<file path="src/ppp_pkg.sv">
package ppp_pkg;

  // ------------------------------------------------------------------
  // register map (printed offsets are not all multiples of four, so
  // they are kept as indices; byte address is four times the index)
  // ------------------------------------------------------------------
  localparam logic [15:0] PPP_IDX_WIDE_DIR    = 16'hFEBC;
  localparam logic [15:0] PPP_IDX_WIDE_PINS   = 16'hFF5C;
  localparam logic [15:0] PPP_IDX_WIDE_LATCH  = 16'hFF6C;
  localparam logic [15:0] PPP_IDX_WIDE_PULLUP = 16'hFF73;
  localparam logic [15:0] PPP_IDX_PLAIN_DIR   = 16'hFF40;
  localparam logic [15:0] PPP_IDX_PLAIN_LATCH = 16'hFF41;

  // ------------------------------------------------------------------
  // reset values and fixed answers
  // ------------------------------------------------------------------
  localparam logic [7:0]  PPP_RESET_VALUE     = 8'h00;
  localparam logic [7:0]  PPP_UNDEF_READ      = 8'hFF;
  localparam logic [1:0]  PPP_RESP_OKAY       = 2'h0;
  localparam logic [1:0]  PPP_RESP_SLVERR     = 2'h2;
  localparam int          PPP_ADDR_W          = 18;

  // operating mode encodings on the mode input
  localparam logic [2:0]  PPP_MODE_BUS_LO     = 3'h4;
  localparam logic [2:0]  PPP_MODE_BUS_HI     = 3'h6;
  localparam logic [2:0]  PPP_MODE_SINGLE     = 3'h7;

  // port configuration carried together
  typedef struct packed {
    logic [7:0] dir;
    logic [7:0] latch;
  } ppp_port_cfg_type;

endpackage : ppp_pkg

</file>
<file path="src/ppp_io_ports.sv">
// The AXI4-Lite interface to the registers was chosen for this implementation.
`timescale 1ns/10ps

// Summary of operation
// - plain direction bit one drives pin out
// - plain direction register write-only, reads undefined
// - plain direction clears on reset, standby
// - plain latch readable, holds outputs, clears
// - wide direction register write-only, reads undefined
// - wide direction clears on reset, standby
// - modes four-six make wide port data bus
// - mode seven wide direction selects pin direction
// - wide latch, pin read-only, pullup reset zero
module ppp_io_ports
  import ppp_pkg::*;
(
  input  wire  logic                  clk,
  input  wire  logic                  reset_n,
  input  wire  logic                  hw_standby_n,
  input  wire  logic [2:0]            op_mode,
  input  wire  logic                  awvalid,
  output logic                        awready,
  input  wire  logic [PPP_ADDR_W-1:0] awaddr,
  input  wire  logic                  wvalid,
  output logic                        wready,
  input  wire  logic [31:0]           wdata,
  input  wire  logic [3:0]            wstrb,
  output logic                        bvalid,
  input  wire  logic                  bready,
  output logic [1:0]                  bresp,
  input  wire  logic                  arvalid,
  output logic                        arready,
  input  wire  logic [PPP_ADDR_W-1:0] araddr,
  output logic                        rvalid,
  input  wire  logic                  rready,
  output logic [31:0]                 rdata,
  output logic [1:0]                  rresp,
  input  wire  logic [7:0]            plain_pin_in,
  output logic [7:0]                  plain_pin_out,
  output logic [7:0]                  plain_pin_oe,
  input  wire  logic [7:0]            wide_pin_in,
  output logic [7:0]                  wide_pin_out,
  output logic [7:0]                  wide_pin_oe,
  output logic [7:0]                  wide_pullup_en,
  output logic                        wide_bus_mode,
  input  wire  logic [7:0]            bus_data_out,
  input  wire  logic                  bus_data_oe,
  output logic [7:0]                  bus_data_in
);

  // ----------------------------------------------------------------
  // reset release and pin synchronisers
  // ----------------------------------------------------------------
  logic [1:0] rst_sync_reg;
  logic       rst_n;
  logic [7:0] plain_s1_reg, plain_s2_reg, wide_s1_reg, wide_s2_reg;
  logic [1:0] stby_sync_reg;
  logic       clear_regs;

  // release reset through two flops so every flop leaves reset together
  always_ff @(posedge clk or negedge reset_n)
  begin
    if (!reset_n)
      rst_sync_reg <= 2'h0;
    else
      rst_sync_reg <= {rst_sync_reg[0], 1'b1};
  end
  assign rst_n = rst_sync_reg[1];

  // pins come from outside; first stage feeds only the second
  always_ff @(posedge clk or negedge rst_n)
  begin
    if (!rst_n)
    begin
      plain_s1_reg  <= 8'h00;
      plain_s2_reg  <= 8'h00;
      wide_s1_reg   <= 8'h00;
      wide_s2_reg   <= 8'h00;
      stby_sync_reg <= 2'h0;
    end
    else
    begin
      plain_s1_reg  <= plain_pin_in;
      plain_s2_reg  <= plain_s1_reg;
      wide_s1_reg   <= wide_pin_in;
      wide_s2_reg   <= wide_s1_reg;
      stby_sync_reg <= {stby_sync_reg[0], ~hw_standby_n};
    end
  end
  // hardware standby clears; software standby has no input, so retained
  assign clear_regs = stby_sync_reg[1];

  // ----------------------------------------------------------------
  // AXI4-Lite slave
  // ----------------------------------------------------------------
  ppp_port_cfg_type plain_reg, plain_next, wide_reg, wide_next;
  logic [7:0]  pullup_reg, pullup_next;
  logic        aw_got_reg, aw_got_next, w_got_reg, w_got_next;
  logic [15:0] aw_idx_reg, aw_idx_next;
  logic [7:0]  wd_reg, wd_next;
  logic        wb_reg, wb_next;
  logic        bvalid_reg, bvalid_next, rvalid_reg, rvalid_next;
  logic [1:0]  bresp_reg, bresp_next, rresp_reg, rresp_next;
  logic [31:0] rdata_reg, rdata_next;
  logic        do_write, do_read;
  logic [15:0] ar_idx;
  logic        bus_mode;
  logic        awready_reg, wready_reg, arready_reg;

  assign do_write = aw_got_reg && w_got_reg && !bvalid_reg;
  // only a real handshake takes a read, never a request before ready
  assign do_read  = arvalid && arready_reg;
  assign ar_idx   = araddr[PPP_ADDR_W-1:2];
  assign bus_mode = (op_mode >= PPP_MODE_BUS_LO) &&
                    (op_mode <= PPP_MODE_BUS_HI);

  // write path, address and data taken in either order
  always_comb
  begin
    aw_got_next = aw_got_reg;
    w_got_next  = w_got_reg;
    aw_idx_next = aw_idx_reg;
    wd_next     = wd_reg;
    wb_next     = wb_reg;
    bvalid_next = bvalid_reg;
    bresp_next  = bresp_reg;
    plain_next  = plain_reg;
    wide_next   = wide_reg;
    pullup_next = pullup_reg;
    if (awvalid && awready_reg)
    begin
      aw_got_next = 1'b1;
      aw_idx_next = awaddr[PPP_ADDR_W-1:2];
    end
    if (wvalid && wready_reg)
    begin
      w_got_next = 1'b1;
      wd_next    = wdata[7:0];
      wb_next    = wstrb[0];
    end
    if (do_write)
    begin
      aw_got_next = 1'b0;
      w_got_next  = 1'b0;
      bvalid_next = 1'b1;
      bresp_next  = PPP_RESP_OKAY;
      case (aw_idx_reg)
        PPP_IDX_PLAIN_DIR:   if (wb_reg) plain_next.dir = wd_reg;
        PPP_IDX_PLAIN_LATCH: if (wb_reg) plain_next.latch = wd_reg;
        PPP_IDX_WIDE_DIR:    if (wb_reg) wide_next.dir = wd_reg;
        PPP_IDX_WIDE_LATCH:  if (wb_reg) wide_next.latch = wd_reg;
        PPP_IDX_WIDE_PULLUP: if (wb_reg) pullup_next = wd_reg;
        PPP_IDX_WIDE_PINS:   ; // read-only, write ignored
        default:             bresp_next = PPP_RESP_SLVERR;
      endcase
    end
    if (bvalid_reg && bready)
      bvalid_next = 1'b0;
    if (clear_regs)
    begin
      plain_next  = '{dir: PPP_RESET_VALUE, latch: PPP_RESET_VALUE};
      wide_next   = '{dir: PPP_RESET_VALUE, latch: PPP_RESET_VALUE};
      pullup_next = PPP_RESET_VALUE;
    end
  end

  // read path, answer one cycle after the address is taken
  always_comb
  begin
    rvalid_next = rvalid_reg;
    rdata_next  = rdata_reg;
    rresp_next  = rresp_reg;
    if (do_read)
    begin
      rvalid_next = 1'b1;
      rresp_next  = PPP_RESP_OKAY;
      rdata_next  = 32'h0000_0000;
      case (ar_idx)
        PPP_IDX_PLAIN_DIR:   rdata_next[7:0] = PPP_UNDEF_READ;
        PPP_IDX_WIDE_DIR:    rdata_next[7:0] = PPP_UNDEF_READ;
        PPP_IDX_PLAIN_LATCH: rdata_next[7:0] = plain_reg.latch;
        PPP_IDX_WIDE_LATCH:  rdata_next[7:0] = wide_reg.latch;
        PPP_IDX_WIDE_PULLUP: rdata_next[7:0] = pullup_reg;
        PPP_IDX_WIDE_PINS:   rdata_next[7:0] = wide_s2_reg;
        default:             rresp_next = PPP_RESP_SLVERR;
      endcase
    end
    else if (rvalid_reg && rready)
      rvalid_next = 1'b0;
  end

  // register state; all clears to the documented zero
  always_ff @(posedge clk or negedge rst_n)
  begin
    if (!rst_n)
    begin
      aw_got_reg <= 1'b0;
      w_got_reg  <= 1'b0;
      aw_idx_reg <= 16'h0000;
      wd_reg     <= 8'h00;
      wb_reg     <= 1'b0;
      bvalid_reg <= 1'b0;
      bresp_reg  <= 2'h0;
      rvalid_reg <= 1'b0;
      rresp_reg  <= 2'h0;
      rdata_reg  <= 32'h0000_0000;
      plain_reg  <= '{dir: PPP_RESET_VALUE, latch: PPP_RESET_VALUE};
      wide_reg   <= '{dir: PPP_RESET_VALUE, latch: PPP_RESET_VALUE};
      pullup_reg <= PPP_RESET_VALUE;
    end
    else
    begin
      aw_got_reg <= aw_got_next;
      w_got_reg  <= w_got_next;
      aw_idx_reg <= aw_idx_next;
      wd_reg     <= wd_next;
      wb_reg     <= wb_next;
      bvalid_reg <= bvalid_next;
      bresp_reg  <= bresp_next;
      rvalid_reg <= rvalid_next;
      rresp_reg  <= rresp_next;
      rdata_reg  <= rdata_next;
      plain_reg  <= plain_next;
      wide_reg   <= wide_next;
      pullup_reg <= pullup_next;
    end
  end

  // ready flags are flops too: high while the slot is free
  always_ff @(posedge clk or negedge rst_n)
  begin
    if (!rst_n)
    begin
      awready_reg <= 1'b0;
      wready_reg  <= 1'b0;
      arready_reg <= 1'b0;
    end
    else
    begin
      awready_reg <= !aw_got_next && !(awvalid && awready_reg);
      wready_reg  <= !w_got_next && !(wvalid && wready_reg);
      arready_reg <= !rvalid_next && !(arvalid && arready_reg);
    end
  end

  // ----------------------------------------------------------------
  // pin drive, registered so outputs come from flops
  // ----------------------------------------------------------------
  logic [7:0] p_out_reg, p_oe_reg, w_out_reg, w_oe_reg, bus_in_reg;
  logic       mode_reg;
  always_ff @(posedge clk or negedge rst_n)
  begin
    if (!rst_n)
    begin
      p_out_reg  <= 8'h00;
      p_oe_reg   <= 8'h00;
      w_out_reg  <= 8'h00;
      w_oe_reg   <= 8'h00;
      bus_in_reg <= 8'h00;
      mode_reg   <= 1'b0;
    end
    else
    begin
      p_out_reg <= plain_next.latch;
      p_oe_reg  <= plain_next.dir;
      mode_reg  <= bus_mode;
      bus_in_reg <= wide_s2_reg;
      if (bus_mode)
      begin
        // direction bits ignored; the bus controller owns the pins
        w_out_reg <= bus_data_out;
        w_oe_reg  <= {8{bus_data_oe}};
      end
      else
      begin
        // only mode seven is legal here; others act as single-chip
        w_out_reg <= wide_next.latch;
        w_oe_reg  <= wide_next.dir;
      end
    end
  end

  assign plain_pin_out  = p_out_reg;
  assign plain_pin_oe   = p_oe_reg;
  assign wide_pin_out   = w_out_reg;
  assign wide_pin_oe    = w_oe_reg;
  assign wide_pullup_en = pullup_reg;
  assign wide_bus_mode  = mode_reg;
  assign bus_data_in    = bus_in_reg;
  assign awready        = awready_reg;
  assign wready         = wready_reg;
  assign arready        = arready_reg;
  assign bvalid         = bvalid_reg;
  assign bresp          = bresp_reg;
  assign rvalid         = rvalid_reg;
  assign rdata          = rdata_reg;
  assign rresp          = rresp_reg;

endmodule : ppp_io_ports

</file>
<file path="config.mk">
export PLATFORM = sky130hd
export DESIGN_NAME = ppp_io_ports
export DESIGN_NICKNAME = d
export VERILOG_FILES = /design/src/ppp_pkg.sv /design/src/ppp_io_ports.sv
export SDC_FILE = /design/constraint.sdc
export NUM_CORES = 1
export LEC_CHECK = 0
export ABC_AREA = 1
export BUFFER_PORTS_ARGS = -buffer_cell sky130_fd_sc_hd__buf_2
export CAP_MARGIN = 25
export CORE_ASPECT_RATIO = 0.75
export CORE_UTILIZATION = 46
export CTS_CLUSTER_DIAMETER = 100
export DETAILED_ROUTE_END_ITERATION = 8
export PLACE_DENSITY = 0.78
export SLEW_MARGIN = 25
export SYNTH_ARGS = -nofsm -noshare
export SYNTH_HDL_FRONTEND = slang
export SYNTH_SLANG_ARGS = --single-unit
</file>
<file path="constraint.sdc">
create_clock -name clk -period 10.8 [get_ports clk]
set_clock_uncertainty 0.05 [all_clocks]
set_input_delay 1.62 -clock clk [delete_from_list [all_inputs] [get_ports clk]]
set_output_delay 1.62 -clock clk [all_outputs]
set_load 0.02 [all_outputs]
</file>
Word-level counts from Yosys, hierarchy flattened --
Index checks and enable logic that the tools add are counted.
Storage, ports and cells: register bits after elaboration 129, logic and storage cells 98
Operators by class: magnitude comparators 2, equal/unequal tests 12, muxes and demuxes 27, bitwise logic cells 1, reductions and logical operators 30
Operators by type and width (number):
- 16-bit equality test (second input constant) | 12
- 8-bit two-way mux | 12
- 16-bit two-way mux | 4
- 8-bit one-hot mux with 5 select lines | 1
- 2-bit nonzero test | 6
- 6-bit OR reduction | 2
- 1-bit logical AND | 11
- 3-bit AND reduction | 3
- 1-bit two-way mux | 8
- 1-bit zero test | 7
- 2-bit two-way mux | 2
- 3-bit greater-or-equal comparator (second input constant) | 1
- 3-bit less-or-equal comparator (second input constant) | 1
- 2-bit OR reduction | 1
- 1-bit NOT | 1

Logic depth before layout (Yosys ltp) --
Gate-level depths: netlist (run 1).
depth after elaboration 5, gate-level depth with buffers 11

Worst setup path before layout (run 1) --
Ideal clock, no wire load.
path type input to register, start point in araddr[3], end point reg rresp_reg[1], in the netlist rresp[1], library setup time 119 ps, data arrival time 2410 ps, data required time 10631 ps, path slack 8221 ps, cell stages on the path 8, path buffers 1, cells stage by stage nor2_1 -> nand2_1 -> nor3_1 -> nand2_1 -> and2_1 -> buf_2 -> nand4_1 -> nand2_1
On the way: word-level cells in the longest chain between the ends 3, elaborated cells on any way between the ends 8, classes of those cells 6 x eq/ne; 1 x mux; 1 x reduce/logical
Ends and longest elaborated chain:
- from (decl) | RTL line ppp_io_ports.sv:33 | input wire logic [PPP_ADDR_W-1:0] araddr,
- 16-bit equality test | RTL line ppp_io_ports.sv:178 | case (ar_idx)
- 6-bit OR reduction (no line) *
- 2-bit two-way mux * | RTL line ppp_io_ports.sv:178
- to (signal assigned) | RTL line ppp_io_ports.sv:221 | rresp_reg <= rresp_next;
- to (decl) | RTL line ppp_io_ports.sv:103 | logic [1:0] bresp_reg, bresp_next, rresp_reg, rresp_next;
Every way passes the cells marked *; elsewhere a longest branch is shown, timed or not. A chain may end at the register's enable or synchronous reset.

Final worst setup path (run 1) --
start point in op_mode[0], end point reg w_oe_reg[1], in the netlist wide_pin_oe[1]
On the way: word-level cells in the longest chain between the ends 3, elaborated cells on any way between the ends 4, classes of those cells 2 x order compare; 1 x mux; 1 x reduce/logical
Ends and longest elaborated chain:
- from (decl) | RTL line ppp_io_ports.sv:20 | input wire logic [2:0] op_mode,
- 3-bit greater-or-equal comparator or 3-bit less-or-equal comparator (tied branches) | RTL line ppp_io_ports.sv:114, ppp_io_ports.sv:115
- 1-bit logical AND * | RTL line ppp_io_ports.sv:114 | assign bus_mode = (op_mode >= PPP_MODE_BUS_LO) &&
- via bus_mode | RTL line ppp_io_ports.sv:107 | logic bus_mode;
- 8-bit two-way mux * | RTL line ppp_io_ports.sv:268 | if (bus_mode)
- to (signal assigned) | RTL line ppp_io_ports.sv:272 | w_oe_reg <= {8{bus_data_oe}};
- to (signal assigned) | RTL line ppp_io_ports.sv:278 | w_oe_reg <= wide_next.dir;
- to (decl) | RTL line ppp_io_ports.sv:249 | logic [7:0] p_out_reg, p_oe_reg, w_out_reg, w_oe_reg, bus_in_reg;
The timed path passes the listed nets; every way through them passes the cells marked *.

==> metrics.yaml, run 1 <==
status: "finished clean"
r2r_slack_ns: 9.02
syn_inst: 636
areaGrowthSynthToFinish_pct: 22.4
worst_hold_path_type: "reg2async"
cts_inserted_buffers: 17
tritoncts: "done"
track_usage_pct: 20.8
coreArea_um2: 11900
antennaDiodeCount: 0
routed_wl_um: 12400
drc: 0
cp-endpoint: "wide_pin_oe[1]$_DFF_PN0_"
rsz0062_at_grt: "no"
cts_resized: 0
grt_pass1_vias: 4219
initial_core_util_pct: 48.4
vias: 4463
max_slew_margin_pct: 40.2
rows: 34
io_pins: 198
fillers: 1034
gp_congestion: 0.818
ctsHtreeMaxLevel: 4
switching_share_pct: 32.4
post_cts_buffers: 0
crit_path_end_kind: "flop"
clock.fmax_mhz: 357
seq_area_frac_synth_pct: 55.3
finalCriticalPeriod_ns: 2.80
critPathRequiredTime_ns: 11.04
final.setup.tns_ns: 0
worstPathCellList: "buf_2, nand2_1, nand2_1, clkinv_1, nand2_1, nand2_1"
seqPwrFrac_pct: 41.0
cts.path.max_buffers: 2
fin_crit_sh_pct: 26.0
yosys_warnings: 0
cts.hold.buffers_added: 0
multi_input_area_um2: 2070
overflow: 0
firstDrtPassIters: 5
r2r_start: "stby_sync_reg[1]$_DFF_PN0_"
cp_max_fo: 17
final_cells: 945
ys_ff_latch: 127
r2r-end: "plain_pin_oe[2]$_DFFE_PN0P_"
dieArea_um2: 13000
p_comb_share_pct: 19.7
finalHoldViolCount: 0
synth.distinct_cells: 31
drtAntennaViolNets: 0
hpwl_um: 8910
die_h_um: 98.8
antenna_found_initial: 0
clk_latency_ns: 0.42
tightest_slew_ns: 0.896
critPathSlowestCell: "nand2_1"
cpPeakStageDelay_ns: 0.44
final_util_pct: 59.3
clkTransAtPathRegs_ns: 0.06
netSwitchingPower_uw: 481
reg2reg_depth: 3
p_int_mw: 1.00
syn_area_um2: 5750
vdd_drop_max_v: 0.000188
crit_arrival_ns: 3.05
drive_gt1_share_pct: 27.1
drt-wirelength-per-cell_um: 13.1
grt_start_max_net_pins: 76
dp.cells: 912
report.final.setup_viol: 0
cpMostUsedCell: "nand2_1"
drv_slew: 0
startpoint: "op_mode[0]"
viasPerCell: 4.72
regArea_um2: 3180
io_buffers: 132
cp-start-kind: "primary input"
syn_avg_cell_area_um2: 9.04
p_leak_nw: 3.87
drt_first_iter_violations: 248
die_w_um: 131
powerDensity_nw_per_um2: 211
clockPowerShare_pct: 39.2
cts.sinks: 127
criticalPathCategory: "in2reg"
fin_nets: 878
cap_violations: 0
root_buffer: "clkbuf_16"
grt_pass1_wl_um: 20200
## worst max-delay path, delay by kind of cell
family | cells | cell delay, ns
buffers and inverters | 2 | 0.50
and+or+nand+nor | 4 | 0.92
## metal layers
layer | up-vias | routed length (um) | global-route usage (%)
met5 | - | 0 | 0
met4 | 0 | 187 | 9.46
met3 | 16 | 880 | 4.56
met2 | 126 | 5740 | 32.2
met1 | 2069 | 5620 | 27.9
li1 | 2252 | - | -
## power by group through the flow
stage	Sequential [mW]	Combinational [mW]	Clock, mW
final	0.609	0.293	0.583
after floorplan	0.648	0.178	0
after global placement	0.615	0.287	0
after CTS	0.610	0.295	0.591
after global routing	0.620	0.329	0.616
after detailed placement	0.617	0.292	0
## how the worst min path moves through the flow
stage                     slack (ns)                         end                  startpoint  depth (start not counted)
final                           0.30  aw_idx_reg[14]$_DFFE_PN0P_   rst_sync_reg[1]$_DFF_PN0_                          0
after global routing            0.31    wide_s2_reg[1]$_DFF_PN0_    wide_s1_reg[1]$_DFF_PN0_                          0
after CTS                       0.30    wide_s2_reg[3]$_DFF_PN0_    wide_s1_reg[3]$_DFF_PN0_                          0
after detailed placement        0.29  stby_sync_reg[1]$_DFF_PN0_  stby_sync_reg[0]$_DFF_PN0_                          0
after global placement          0.28  stby_sync_reg[1]$_DFF_PN0_  stby_sync_reg[0]$_DFF_PN0_                          0
after floorplan                 0.28   rst_sync_reg[1]$_DFF_PN0_   rst_sync_reg[0]$_DFF_PN0_                          0
## Yosys cell counts
library cell    n  area share (%)
o21ai_4         1            0.28
buf_2           7            0.61
nor2_4          6             1.2
and2_1          2            0.22
nor3_1          3            0.26
nor2_8          3             1.0
o21ai_1         8            0.70
nor2_1         29             1.9
and3_1         16             1.7
inv_2           3            0.20
nand2_2        10             1.1
clkinv_1        2            0.13
nor3b_1         1            0.13
o21ai_0        30             2.6
nand3_2         2            0.35
nor2_2          6            0.65
nand2_1       187              12
conb_1          2            0.13
dfrtp_1       127              55
a21oi_1         1           0.087
nand3_1        43             3.7
buf_6           3            0.59
nand4_1        29             3.2
inv_1          67             4.4
buf_4          27             3.5
buf_8           2            0.52
clkbuf_1        5            0.33
o21ai_2         8             1.2
a31oi_4         2            0.74
nand3_4         2            0.61
nand2_4         2            0.39
## cells by family after synthesis
logic type	share of synthesized area, %
AOI/OAI and AO/OA	5.64
buffers and inverters	10.3
DFF	55.3
other	0.131
and+or+nand+nor	28.7
## cell usage in the layout (no fill, tap or decap)
| cell | count |
|---|---|
| nand2_1 | 187 |
| buf_2 | 132 |
| dfrtp_1 | 126 |
| inv_1 | 67 |
| nand3_1 | 43 |
| o21ai_0 | 30 |
| nand4_1 | 29 |
| nor2_1 | 29 |
| conb_1 | 27 |
| clkbuf_16 | 17 |
| and3_1 | 16 |
| nand2_2 | 10 |
| o21ai_2 | 8 |
| o21ai_1 | 8 |
| nor2_4 | 6 |
| nor2_2 | 6 |
| clkinv_4 | 5 |
| inv_2 | 3 |
| nor2_8 | 3 |
| nor3_1 | 3 |
| bufinv_16 | 3 |
| inv_6 | 3 |
| and2_1 | 2 |
| nand3_4 | 2 |
| clkinv_1 | 2 |
| nand3_2 | 2 |
| nand2_4 | 2 |
| a31oi_4 | 2 |
| clkinv_2 | 2 |
| clkinvlp_4 | 2 |
| a21oi_1 | 1 |
| o21ai_4 | 1 |
| nor3b_1 | 1 |
| buf_16 | 1 |
| buf_4 | 1 |
| dfrtp_4 | 1 |
## metrics by stage
stage	power [mW]	setup slack, ns	hold slack, ns	area, um2
floorplan	0.825	6.95	0.281	5840
global placement	0.902	7.57	0.282	6400
detailed placement	0.909	7.58	0.286	6400
CTS	1.50	8.01	0.299	7010
global route	1.56	7.82	0.305	7030
finish	1.49	8.00	0.298	7030
## layout make-up
type                            count  share of cell area [%]
Clock buffer                       17                    6.05
Clock inverter                     15                    2.63
Inverter                           72                    3.84
Multi-Input combinational cell    418                    29.5
Sequential cell                   127                    45.2
Tap cell                          162                    2.88
Timing Repair Buffer              134                    9.89
Note: power is estimated with default switching activity, not from simulation.
==> inputs of run 2 (changes only) <==
ABC_AREA = 0   (was 1)
PLACE_DENSITY = 0.8   (was 0.78)
clock period = 2.7 ns   (was 10.8 ns; I/O delays follow)
==> metrics.yaml, run 2 <==
root_buffer: "clkbuf_16"
synth_async_sr_flop_share_pct: 100  # unchanged
placed_area_um2: 5940  # -7.2%
routed_wl_um: 11900  # -4.3%
syn_area_um2: 5190  # -9.8%
synth_edf_count: 0  # unchanged
crit_path_end_kind: "flop"
areaGrowthSynthToFinish_pct: 27.0
path_delay_family: "simple AND/OR/NAND/NOR gates"
hp-start: "wide_pin_in[0]"
cp_max_fo: 8  # -9
syn_avg_cell_area_um2: 12.7  # +41%
yosysMostFrequentCell: "dfrtp_1"
max_slew_margin_pct: 57.4  # +17 points
layout_setup_ws_ns: 0.590  # -7.41 ns
synth_commonest_cells: "dfrtp_1, nor2_1, mux2i_1"
synth.area.top_cells: "dfrtp_1, mux2i_1, mux2_2, buf_4, nor2_1"
grt_start_max_net_pins: 58  # -24%
finalHoldViolCount: 0  # unchanged
cpMostUsedCell: "nor2_1"
synth.distinct_cells: 47  # +52%
yosys_warnings: 0  # unchanged
drv_slew: 0  # unchanged
final.setup.tns_ns: 0  # unchanged
io_buffers: 132  # unchanged
startpoint: "aw_idx_reg[4]$_DFFE_PN0P_"
ctsHtreeMaxLevel: 4  # unchanged
cpPeakStageDelay_ns: 0.53  # +0.09 ns
cts.sinks: 127  # unchanged
hpwl_um: 8600  # -3.5%
final_cell_mix: "buf_2, dfrtp_1, nor2_1"
fin_crit_sh_pct: 78.1
viasPerCell: 5.25  # +11%
clk_latency_ns: 0.41  # about the same
pre_cts_ws_ns: 0.379  # -7.20 ns
ys_ff_latch: 127  # unchanged
seq_area_frac_synth_pct: 61.3  # +6.0 points
clkTransAtPathRegs_ns: 0.05  # about the same
antennaDiodeCount: 0  # unchanged
rsz0062_at_grt: "no"
drt-wirelength-per-cell_um: 16.9  # +28%
worstPathCellList: "or3_1, nor2_1, nand4b_1, mux2i_1, nor2_1"
tritoncts: "done"
coreArea_um2: 10900  # -7.8%
die_w_um: 125  # -4.9%
cap_violations: 0  # unchanged
synth_top_area_share_pct: 61.3  # +6.0 points
r2r_start: "aw_idx_reg[4]$_DFFE_PN0P_"
report.final.setup_viol: 0  # unchanged
criticalPathCategory: "reg2reg"
post_cts_buffers: 0  # unchanged
cp-start-kind: "flop"
overflow: 0  # unchanged
critPathRequiredTime_ns: 2.93  # -8.11 ns
cts_resized: 0  # unchanged
antenna_found_initial: 0  # unchanged
die_h_um: 94.0  # -4.9%
drtAntennaViolNets: 0  # unchanged
netlist.top_cell.by_area: "dfrtp_1"
finalCriticalPeriod_ns: 2.11
final_cells: 705  # -25%
syn_inst: 408  # -36%
p_total_mw: 5.66  # +280%
cts.path.max_buffers: 2  # unchanged
path_buf_inv: 0  # -2
cts.hold.buffers_added: 1  # +1
io_pins: 198  # unchanged
vdd_drop_max_v: 0.000594  # +220%
fin_nets: 662  # -25%
dieArea_um2: 11700  # -9.6%
layout_commonest_cell: "buf_2"
status: "finished clean"
initial_core_util_pct: 47.4  # -1.0 points
gp_congestion: 0.796  # -2.7%
crit_arrival_ns: 2.34  # -0.71 ns
powerDensity_nw_per_um2: 859  # +310%
vias: 3702  # -17%
clock.fmax_mhz: 474
p_leak_nw: 3.51  # -9.4%
drive_gt1_share_pct: 37.0  # +9.9 points
dp.cells: 674  # -26%
grt_pass1_wl_um: 19500  # -3.4%
stdcell_area_um2: 6590  # -6.3%
rows: 33  # -2.9%
synth_flop_cell: "dfrtp_1"
drc: 0  # unchanged
tightest_slew_ns: 0.637  # -0.259 ns
firstDrtPassIters: 5  # unchanged
drt_first_iter_violations: 143  # -42%
worst_hold_path_type: "in2reg"
cts_inserted_buffers: 17  # unchanged
track_usage_pct: 22.2  # +1.5 points
critPathSlowestCell: "nand4b_1"
grt_pass1_vias: 3775  # -11%
==> run 2: cell types whose count changed after synthesis, moves of 15 or more <==
cell / change
nor2_1: +20
nand4_1: -25
mux2_2: +25
nand3_1: -25
mux2i_1: +40
nand2_1: -175
o21ai_0: -22
inv_1: -62
and3_1: -15
==> run 2: power breakdown <==
group | internal (mW) | total (mW) | switching, mW
sequential | 2.18 | 2.49 | 0.316
clock | 1.68 | 2.44 | 0.763
combinational | 0.349 | 0.722 | 0.373
total | 4.21 | 5.66 | 1.45
==> run 2: metal layers <==
metal	vias up	track usage, %	wire, um
li1	1694	-	-
met2	162	33.6	5460
met3	20	8.20	1040
met5	-	0	0
met4	0	8.84	197
met1	1826	29.1	5180
==> run 2: kinds of logic (layout without fill, tap and decap cells) <==
group,count (synthesis),count (layout),synth area share (%)
AOI/OAI and AO/OA,56,56,8.35
xor gates and xnor gates,1,1,0.169
buffers and inverters,47,179,5.72
DFF,127,127,61.3
muxes,65,65,13.1
other,2,27,0.145
and+or+nand+nor,110,110,11.2
==> run 2: metrics by stage <==
step / hold slack [ns] / utilization [%]
after CTS: 0.0349 / 60.2
after global routing: 0.0297 / 60.2
after global placement: 0.139 / 54.3
after floorplan: 0.0594 / -
after detailed placement: 0.143 / 54.3
final: 0.0508 / 60.2
==> run 2: cell type report <==
class	count	area, um2
fillers	878	4350
repair buffers	144	766
clock inverters	5	125
well taps	140	175
flip-flops and latches	127	3180
clock buffers	25	515
inverters	5	18.8
multi-input cells	259	1810
==> run 2: worst paths after layout <==
kind,end,slack (ns),cells past startpoint
worst max-delay path,plain_pin_oe[6]$_DFFE_PN0P_,0.59,5
worst min-delay path,wide_s1_reg[0]$_DFF_PN0_,0.05,1
worst max register to register,plain_pin_oe[6]$_DFFE_PN0P_,0.59,5
worst min register to register,awready$_DFF_PN0_,0.19,0
max in group asynchronous,bus_data_in[1]$_DFF_PN0_,1.57,1
min in group asynchronous,awready$_DFF_PN0_,0.19,0
